--- src/rtl/risq_regs.svh ---
`ifndef RISQ_REGS_SVH
`define RISQ_REGS_SVH

// ----------------------------------------------------------------
// timing figures, in sync clock periods unless named otherwise
// ----------------------------------------------------------------
`define RISQ_CLK_PERIOD_NS   10
`define RISQ_IN_QUAL_CYC     32
`define RISQ_POR_QUAL_CYC    32
`define RISQ_OUT_ASSERT_CYC  512
`define RISQ_HS_GAP_CYC      16
`define RISQ_STRAP_SETUP_CYC 4
`define RISQ_STRAP_HOLD_NS   0
`define RISQ_STRAP_OFF_NS    4
`define RISQ_STRAP_ON_CYC    1
`define RISQ_DLL_MIN_CYC     7680
`define RISQ_DLL_MAX_CYC     122880

// ----------------------------------------------------------------
// field positions of the synchronised pin word
// ----------------------------------------------------------------
`define RISQ_SYN_W           8
`define RISQ_SYN_POR         0
`define RISQ_SYN_HARD        1
`define RISQ_SYN_SOFT        2
`define RISQ_SYN_HOST        3
`define RISQ_SYN_DIV         4
`define RISQ_SYN_SRC_LO      5
`define RISQ_SYN_SRC_HI      7

// ----------------------------------------------------------------
// reset values
// ----------------------------------------------------------------
`define RISQ_SYN_RST         8'h0f
`define RISQ_SRC_RST         3'h0
`define RISQ_DIV_RST         1'h0
`define RISQ_RATIO_RST       2'h0

`endif

--- src/rtl/risq_pkg.sv ---
package risq_pkg;

  // ----------------------------------------------------------------
  // sequencer states, one-hot
  // ----------------------------------------------------------------
  typedef enum logic [3:0] {
    RISQ_IDLE  = 4'b0001,
    RISQ_DRIVE = 4'b0010,
    RISQ_GAP   = 4'b0100,
    RISQ_DLL   = 4'b1000
  } risq_state_t;

  // ----------------------------------------------------------------
  // all state of the sequencer
  // ----------------------------------------------------------------
  typedef struct packed {
    risq_state_t state;
    logic [16:0] cnt;
    logic [5:0]  hard_q;
    logic [5:0]  soft_q;
    logic [5:0]  por_q;
    logic        por_valid;
    logic        por_prev;
    logic        soft_only;
    logic        hard_drive;
    logic        soft_drive;
    logic [2:0]  src_cap;
    logic        div_cap;
    logic        host_cap;
    logic [1:0]  ratio;
    logic        strap_drive;
    logic [1:0]  strap_cnt;
    logic        dll_locked;
  } risq_regs_t;

endpackage

--- src/rtl/risq_sync.sv ---
`timescale 1ns/1ps
`include "risq_regs.svh"

// two-flop synchroniser; the first stage feeds only the second
module risq_sync #(
  parameter int              W   = 1,
  parameter logic [W-1:0]    RST = '0
) (
  input  wire logic         mclk,
  input  wire logic         reset_n,
  input  wire logic         ce,
  input  wire logic [W-1:0] d,
  output logic      [W-1:0] q
);

  logic [W-1:0] meta_reg;

  // ----------------------------------------------------------------
  // crossing stages
  // ----------------------------------------------------------------
  always_ff @(posedge mclk or negedge reset_n) begin
    if (!reset_n) begin
      meta_reg <= RST;
      q        <= RST;
    end else if (ce) begin
      meta_reg <= d;
      q        <= meta_reg;
    end
  end

endmodule

--- src/rtl/risq_top.sv ---
`timescale 1ns/1ps
`include "risq_regs.svh"

// Behaviour
// - hard/soft reset input must stay low 32 sync periods before a flow starts.
// - driven hard/soft reset outputs stay low at least 512 sync periods.
// - hard reset released first, soft reset at least 16 periods later.
// - strap pin drivers turn off within 4 ns of hard reset assertion.
// - strap pin drivers return no sooner than 1 sync period after hard release.
// - DLL lock takes 7680 to 122880 sync periods, by clock ratio.
// - host mode sync clock period follows the captured divider strap.
// - reset pins are only pulled low or released, never driven high.
module risq_top #(
  parameter int DLL_LOCK_MIN_CYCLES = `RISQ_DLL_MIN_CYC,
  parameter int DLL_LOCK_MAX_CYCLES = `RISQ_DLL_MAX_CYC
) (
  input  wire logic       mclk,
  input  wire logic       reset_n,
  input  wire logic       ce,
  input  wire logic       power_on_reset_n,
  input  wire logic       hard_reset_n_in,
  output logic            hard_reset_n_out,
  output logic            hard_reset_n_oe,
  input  wire logic       soft_reset_n_in,
  output logic            soft_reset_n_out,
  output logic            soft_reset_n_oe,
  input  wire logic       pci_host_mode,
  input  wire logic [2:0] reset_source_in,
  output logic      [2:0] reset_source_out,
  output logic            reset_source_oe,
  input  wire logic       input_clock_divide_select_in,
  output logic            input_clock_divide_select_out,
  output logic            input_clock_divide_select_oe,
  input  wire logic       hard_reset_req,
  input  wire logic       soft_reset_req,
  input  wire logic [1:0] dll_ratio_sel,
  output logic      [2:0] captured_reset_source,
  output logic            captured_clock_divide,
  output logic            sync_clock_divided,
  output logic            dll_locked,
  output logic            flow_busy
);

  // ----------------------------------------------------------------
  // derived counts
  // ----------------------------------------------------------------
  localparam logic [16:0] IN_QUAL  = 17'(`RISQ_IN_QUAL_CYC);
  localparam logic [16:0] POR_QUAL = 17'(`RISQ_POR_QUAL_CYC);
  localparam logic [16:0] OUT_LOW  = 17'(`RISQ_OUT_ASSERT_CYC);
  localparam logic [16:0] HS_GAP   = 17'(`RISQ_HS_GAP_CYC);
  localparam logic [1:0]  STRAP_ON = 2'(`RISQ_STRAP_ON_CYC);
  localparam logic [16:0] DLL_MIN  = 17'(DLL_LOCK_MIN_CYCLES);
  localparam logic [16:0] DLL_MAX  = 17'(DLL_LOCK_MAX_CYCLES);

  risq_pkg::risq_regs_t  r_reg;
  risq_pkg::risq_regs_t  r_next;
  logic [`RISQ_SYN_W-1:0] pin_raw;
  logic [`RISQ_SYN_W-1:0] pin_syn;
  logic                   por_low;
  logic                   hard_low_ext;
  logic                   soft_low_ext;
  logic                   hard_hit;
  logic                   soft_hit;
  logic                   por_release;
  logic                   hard_start;
  logic                   soft_start;
  logic [16:0]            dll_limit;

  // ----------------------------------------------------------------
  // pin synchronisers
  // ----------------------------------------------------------------
  assign pin_raw = {reset_source_in, input_clock_divide_select_in, pci_host_mode,
                    soft_reset_n_in, hard_reset_n_in, power_on_reset_n};

  risq_sync #(
    .W   (`RISQ_SYN_W),
    .RST (`RISQ_SYN_RST)
  ) u_sync (
    .mclk    (mclk),
    .reset_n (reset_n),
    .ce      (ce),
    .d       (pin_raw),
    .q       (pin_syn)
  );

  // ----------------------------------------------------------------
  // decoded pin events
  // ----------------------------------------------------------------
  // our own drive also pulls the pins low, so it is not counted as an outside request
  assign por_low      = ~pin_syn[`RISQ_SYN_POR];
  assign hard_low_ext = ~pin_syn[`RISQ_SYN_HARD] & ~r_reg.hard_drive;
  assign soft_low_ext = ~pin_syn[`RISQ_SYN_SOFT] & ~r_reg.soft_drive;
  assign hard_hit     = hard_low_ext & (17'(r_reg.hard_q) == IN_QUAL - 17'd1);
  assign soft_hit     = soft_low_ext & (17'(r_reg.soft_q) == IN_QUAL - 17'd1);
  assign por_release  = ~por_low & r_reg.por_prev & r_reg.por_valid;
  assign hard_start   = hard_hit | hard_reset_req;
  assign soft_start   = soft_hit | soft_reset_req;

  // lock time scales with the square of the ratio over 2:1
  always_comb begin
    case (r_reg.ratio)
      2'd0:    dll_limit = DLL_MIN;
      2'd1:    dll_limit = 17'(DLL_MIN << 2);
      default: dll_limit = 17'(DLL_MIN << 4);
    endcase
    if (dll_limit > DLL_MAX) begin
      dll_limit = DLL_MAX;
    end
  end

  // ----------------------------------------------------------------
  // next state
  // ----------------------------------------------------------------
  always_comb begin
    r_next          = r_reg;
    r_next.por_prev = por_low;

    // qualification counters saturate one short of wrapping
    if (hard_low_ext && r_reg.hard_q != 6'h3f) begin
      r_next.hard_q = r_reg.hard_q + 6'd1;
    end else if (!hard_low_ext) begin
      r_next.hard_q = 6'd0;
    end
    if (soft_low_ext && r_reg.soft_q != 6'h3f) begin
      r_next.soft_q = r_reg.soft_q + 6'd1;
    end else if (!soft_low_ext) begin
      r_next.soft_q = 6'd0;
    end

    if (por_low) begin
      if (17'(r_reg.por_q) == POR_QUAL - 17'd1) begin
        r_next.por_valid = 1'b1;
      end
      if (r_reg.por_q != 6'h3f) begin
        r_next.por_q = r_reg.por_q + 6'd1;
      end
    end else begin
      r_next.por_q = 6'd0;
    end

    case (r_reg.state)
      risq_pkg::RISQ_DRIVE: begin
        r_next.cnt = r_reg.cnt + 17'd1;
        if (r_reg.cnt == OUT_LOW - 17'd1) begin
          r_next.cnt = 17'd0;
          if (r_reg.soft_only) begin
            r_next.soft_drive = 1'b0;
            r_next.state      = risq_pkg::RISQ_IDLE;
          end else begin
            r_next.hard_drive = 1'b0;
            r_next.state      = risq_pkg::RISQ_GAP;
          end
        end
      end
      risq_pkg::RISQ_GAP: begin
        r_next.cnt = r_reg.cnt + 17'd1;
        if (r_reg.cnt == HS_GAP - 17'd1) begin
          r_next.cnt        = 17'd0;
          r_next.soft_drive = 1'b0;
          r_next.state      = risq_pkg::RISQ_DLL;
        end
      end
      risq_pkg::RISQ_DLL: begin
        r_next.cnt = r_reg.cnt + 17'd1;
        // lock after the ratio dependent count
        if (r_reg.cnt >= dll_limit - 17'd1) begin
          r_next.cnt        = 17'd0;
          r_next.dll_locked = 1'b1;
          r_next.state      = risq_pkg::RISQ_IDLE;
        end
      end
      risq_pkg::RISQ_IDLE: begin
        r_next.cnt = 17'd0;
      end
      default: begin
        r_next.state = risq_pkg::RISQ_IDLE;
        r_next.cnt   = 17'd0;
      end
    endcase

    // new flows: power-on over hard over soft; a hard or soft request does not restart a low phase already driving its pin
    if (por_low) begin
      r_next.state      = risq_pkg::RISQ_DRIVE;
      r_next.cnt        = 17'd0;
      r_next.hard_drive = 1'b1;
      r_next.soft_drive = 1'b1;
      r_next.soft_only  = 1'b0;
      r_next.dll_locked = 1'b0;
    end else if (por_release) begin
      // synced straps lag as much as the release, so setup margin is kept
      r_next.src_cap   = pin_syn[`RISQ_SYN_SRC_HI:`RISQ_SYN_SRC_LO];
      r_next.div_cap   = pin_syn[`RISQ_SYN_DIV];
      r_next.host_cap  = pin_syn[`RISQ_SYN_HOST];
      r_next.por_valid = 1'b0;
      r_next.ratio     = dll_ratio_sel;
    end else if (hard_start && !r_reg.hard_drive) begin
      r_next.state      = risq_pkg::RISQ_DRIVE;
      r_next.cnt        = 17'd0;
      r_next.hard_drive = 1'b1;
      r_next.soft_drive = 1'b1;
      r_next.soft_only  = 1'b0;
      r_next.dll_locked = 1'b0;
      r_next.ratio      = dll_ratio_sel;
    end else if (soft_start && !r_reg.soft_drive && !r_reg.hard_drive) begin
      r_next.state      = risq_pkg::RISQ_DRIVE;
      r_next.cnt        = 17'd0;
      r_next.soft_drive = 1'b1;
      r_next.soft_only  = 1'b1;
    end

    // strap drivers wait a period after hard release
    if (~pin_syn[`RISQ_SYN_HARD] | r_reg.hard_drive | por_low) begin
      r_next.strap_drive = 1'b0;
      r_next.strap_cnt   = 2'd0;
    end else if (!r_reg.strap_drive) begin
      r_next.strap_cnt = r_reg.strap_cnt + 2'd1;
      if (r_reg.strap_cnt >= STRAP_ON) begin
        r_next.strap_drive = 1'b1;
      end
    end
  end

  // ----------------------------------------------------------------
  // state register
  // ----------------------------------------------------------------
  always_ff @(posedge mclk or negedge reset_n) begin
    if (!reset_n) begin
      r_reg             <= '0;
      r_reg.state       <= risq_pkg::RISQ_IDLE;
      r_reg.src_cap     <= `RISQ_SRC_RST;
      r_reg.div_cap     <= `RISQ_DIV_RST;
      r_reg.ratio       <= `RISQ_RATIO_RST;
      r_reg.hard_drive  <= 1'b1;
      r_reg.soft_drive  <= 1'b1;
    end else if (ce) begin
      r_reg <= r_next;
    end
  end

  // ----------------------------------------------------------------
  // pin drivers
  // ----------------------------------------------------------------
  // open drain, the data value is always low
  assign hard_reset_n_out = 1'b0;
  assign soft_reset_n_out = 1'b0;
  assign hard_reset_n_oe  = r_reg.hard_drive;
  assign soft_reset_n_oe  = r_reg.soft_drive;

  // raw pin gates the enable; a synced path would take 20 ns, too slow for 4 ns
  assign reset_source_oe              = r_reg.strap_drive & hard_reset_n_in;
  assign input_clock_divide_select_oe = r_reg.strap_drive & hard_reset_n_in;
  // drivers stay off until hard release, so outside values are never fought
  assign reset_source_out              = r_reg.src_cap;
  assign input_clock_divide_select_out = r_reg.div_cap;

  // ----------------------------------------------------------------
  // status outputs
  // ----------------------------------------------------------------
  assign captured_reset_source = r_reg.src_cap;
  assign captured_clock_divide = r_reg.div_cap;
  // divider only matters in host mode
  assign sync_clock_divided    = r_reg.host_cap & r_reg.div_cap;
  assign dll_locked            = r_reg.dll_locked;
  assign flow_busy             = ~r_reg.state[0];

endmodule

--- config.mk ---
export PLATFORM = sky130hd
export DESIGN_NAME = risq_top
export DESIGN_NICKNAME = d
export VERILOG_FILES = /design/src/rtl/risq_pkg.sv /design/src/rtl/risq_sync.sv /design/src/rtl/risq_top.sv
export VERILOG_INCLUDE_DIRS = /design/src /design/src/rtl
export SDC_FILE = /design/constraint.sdc
export NUM_CORES = 1
export LEC_CHECK = 0
export ABC_CLOCK_PERIOD_IN_PS = 6400
export BUFFER_PORTS_ARGS = -buffer_cell sky130_fd_sc_hd__buf_2
export CORE_ASPECT_RATIO = 0.9
export CORE_MARGIN = 2
export CORE_UTILIZATION = 55
export DETAILED_ROUTE_END_ITERATION = 8
export GPL_TIMING_DRIVEN = 0
export PLACE_DENSITY = 0.83
export SETUP_SLACK_MARGIN = 0.15
export SLEW_MARGIN = 10
export SYNTH_ARGS = -nofsm -noshare
export SYNTH_HDL_FRONTEND = slang
export SYNTH_HIERARCHICAL = 1
export SYNTH_SLANG_ARGS = --single-unit
export TNS_END_PERCENT = 10
--- constraint.sdc ---
create_clock -name mclk -period 6.4 [get_ports mclk]
set_input_delay 0.64 -clock mclk [delete_from_list [all_inputs] [get_ports mclk]]
set_output_delay 0.64 -clock mclk [all_outputs]
set_load 0.02 [all_outputs]
==> run summary <==
cts repair resizes -> 0
Worst-Margin Slew -> 0.945 ns
flop-to-flop setup slack -> 3.91 ns
post-synth cell types -> 54
Slowest-stage cell, CP -> a221o_1
Setup crit end kind -> flop
first-pass GRT wire length -> 13900 um
max-cap violations -> 0
Post-synth EDFFs -> 0
VDD IR max -> 0.289 mV
largest net degree at the start of global routing -> 52
drt pass-1 iters -> 5
Final Setup Violations -> 0
average cell area after synthesis -> 10.1 um2
GRT Total Usage -> 22.9%
worst clock skew -> 0.00812 ns
Max Clk Rate -> 401 MHz
post-DP HPWL -> 5720 um
post-synth top area cell -> dfrtp_1
M1 WL -> 3460 um
number of global-route vias before repair -> 2952
setup TNS -> 0 ns
number of setup buffers added after CTS -> 0
Inst Count DP -> 499
Die W -> 91.7 um
Post-synth top cells -> 60 x dfrtp_1, 32 x nand2_1, 32 x nor2_1, 26 x a21oi_1, 22 x nand3_1
final net count -> 447
CTS tree -> done
routability cong. -> 0.921
DRC errors left -> 0
register area share after synthesis -> 47.1%
Hold Buf Count CTS -> 0
row cnt -> 28
RSZ-0062 raised after global routing -> no
Port Buffers -> 29
Post-Layout Cell Count -> 515
Starting DRT DRC Count -> 240
core box area -> 6620 um2
status -> completed
Starting Density -> 57.4%
Critical Path RT -> 6.63 ns
clock sink count -> 71
minimum clock period -> 2.49 ns
die area -> 7600 um2
Startpoint Class -> flop
leakage power -> 1.85 nW
via count -> 3006
Post-Route WL -> 7970 um
type of the tightest min-delay check -> input port to asynchronous set/reset pin
antenna viol nets, final -> 0
Crit Path Class -> flop to flop
n_diodes -> 0
FF+latch count, synth -> 71
Tcrit/Tclk final -> 38.9%
CTS root buf -> clkbuf_8
Slew Viols, Final -> 0
met3 wire len -> 416 um
Largest register FFs -> 48
WP data arrival -> 2.72 ns
Synth Warn # -> 6
Pwr Density -> 273 nW/um2
Area growth, synth to finish -> 12.6%
Area contributors post-synth -> dfrtp_1 39%, dfstp_2 7.6%, ha_1 3.9%
CP cell instances -> inv_1 -> nand2_1 -> ha_1 -> nand4_1 -> a2111oi_2 -> a211oi_1 -> a221o_1 -> nand2_2 -> buf_6 -> o221ai_1
worst skew pair latency -> 0.36 ns
met2 WL -> 4000 um
Avg WL per Cell -> 15.5 um
initial antenna violation count -> 0
ys flop type -> dfrtp_1
Max Used Layer -> met4
max_slew headroom -> 36.1%
Die Y-Extent -> 82.9 um
Async SR Flop Fraction -> 100%
clk slew on worst S/H paths -> 0.09 ns
Yosys top cell area share -> 39.5%
H-tree depth -> 3
cell area after synthesis -> 3800 um2
Final Hold Violating Endpoints -> 0
DR vias/cell -> 5.84
Ports -> 32
CTS Buf Count -> 9
share of post-route cells with drive strength above 1 -> 23.8%
Cells after Synth -> 377
slowest stage delay, CP -> 0.45 ns
worst-path fanout max -> 10
Longest Clk Path Bufs -> 2
top-count cell post-synth -> dfrtp_1
grt ovf -> 0
==> power breakdown <==
| group | internal, mW | total [mW] | switching [mW] |
|---|---|---|---|
| Combinational | 0.127 | 0.279 | 0.152 |
| Clock | 0.149 | 0.343 | 0.195 |
| Sequential | 0.503 | 0.549 | 0.0459 |
==> per-layer routing <==
layer	GRT usage [%]	vias to the layer above
li1	-	1435
met2	38.0	101
met3	6.62	11
met5	0	-
met4	6.61	0
met1	29.3	1459
==> placed cells by master, fill, tap and decap left out, types with 8 or more instances in the layout <==
master / instances
dfrtp_1: 60
dfstp_2: 11
mux2_2: 13
a21oi_1: 26
nand3_1: 22
inv_1: 19
nand2_1: 32
mux2_4: 10
nand4_1: 13
ha_1: 12
nor2_1: 32
buf_4: 11
o21ai_0: 17
buf_2: 29
xnor2_1: 8
xor2_1: 9
clkbuf_8: 9
==> worst max-delay path: cells and delay by family, from the launching register on <==
| kind | cells | cell delay (ns) |
|---|---|---|
| compound gates | 4 | 1.00 |
| buf+inv | 2 | 0.28 |
| simple gates | 3 | 0.38 |
| flops | 1 | 0.41 |
| fa+ha+maj | 1 | 0.28 |
==> path summary, 6_finish.rpt <==
check	cells after the start	end	from
worst max register to register	10	r_reg[48]	r_reg[5]
worst min register to register	1	u_sync/q[5]	u_sync/q[5]
max in group asynchronous	2	hard_reset_n_oe	reset_n
worst min-delay path	1	r_reg[53]	reset_n
min in group mclk	3	r_reg[5]	dll_ratio_sel[1]
worst max-delay path	10	r_reg[48]	r_reg[5]
==> metrics by stage <==
stage	hold slack, ns	area [um2]	power (mW)	util (%)	setup slack (ns)
floorplan	0.344	3810	0.747	-	4.22
global placement	0.482	4070	0.816	61.5	4.03
detailed placement	0.497	4100	0.834	61.9	3.95
CTS	0.157	4280	1.18	64.7	3.93
global route	0.165	4280	1.23	64.7	3.68
finish	0.158	4280	1.17	64.7	3.91
==> cell families after synthesis <==
kind of cell	after synthesis	share of synthesized area, %
and+or+nand+nor	132	17.1
AOI/OAI and AO/OA	76	12.9
DFF	71	47.1
buffers and inverters	41	6.09
muxes	27	8.85
xor gates and xnor gates	17	3.91
adders and majority gates	12	3.95
other	1	0.0986
==> area by class of cell <==
cell class	instances	area [um2]
fill	532	2340
sequential	71	1790
multi-input combinational	267	1790
timing repair buffer	30	175
buffer	21	156
clock buffer	9	124
tap	90	113
inverter	20	75.1
clock inverter	7	61.3
No activity file was read; power rests on OpenSTA's default activity.
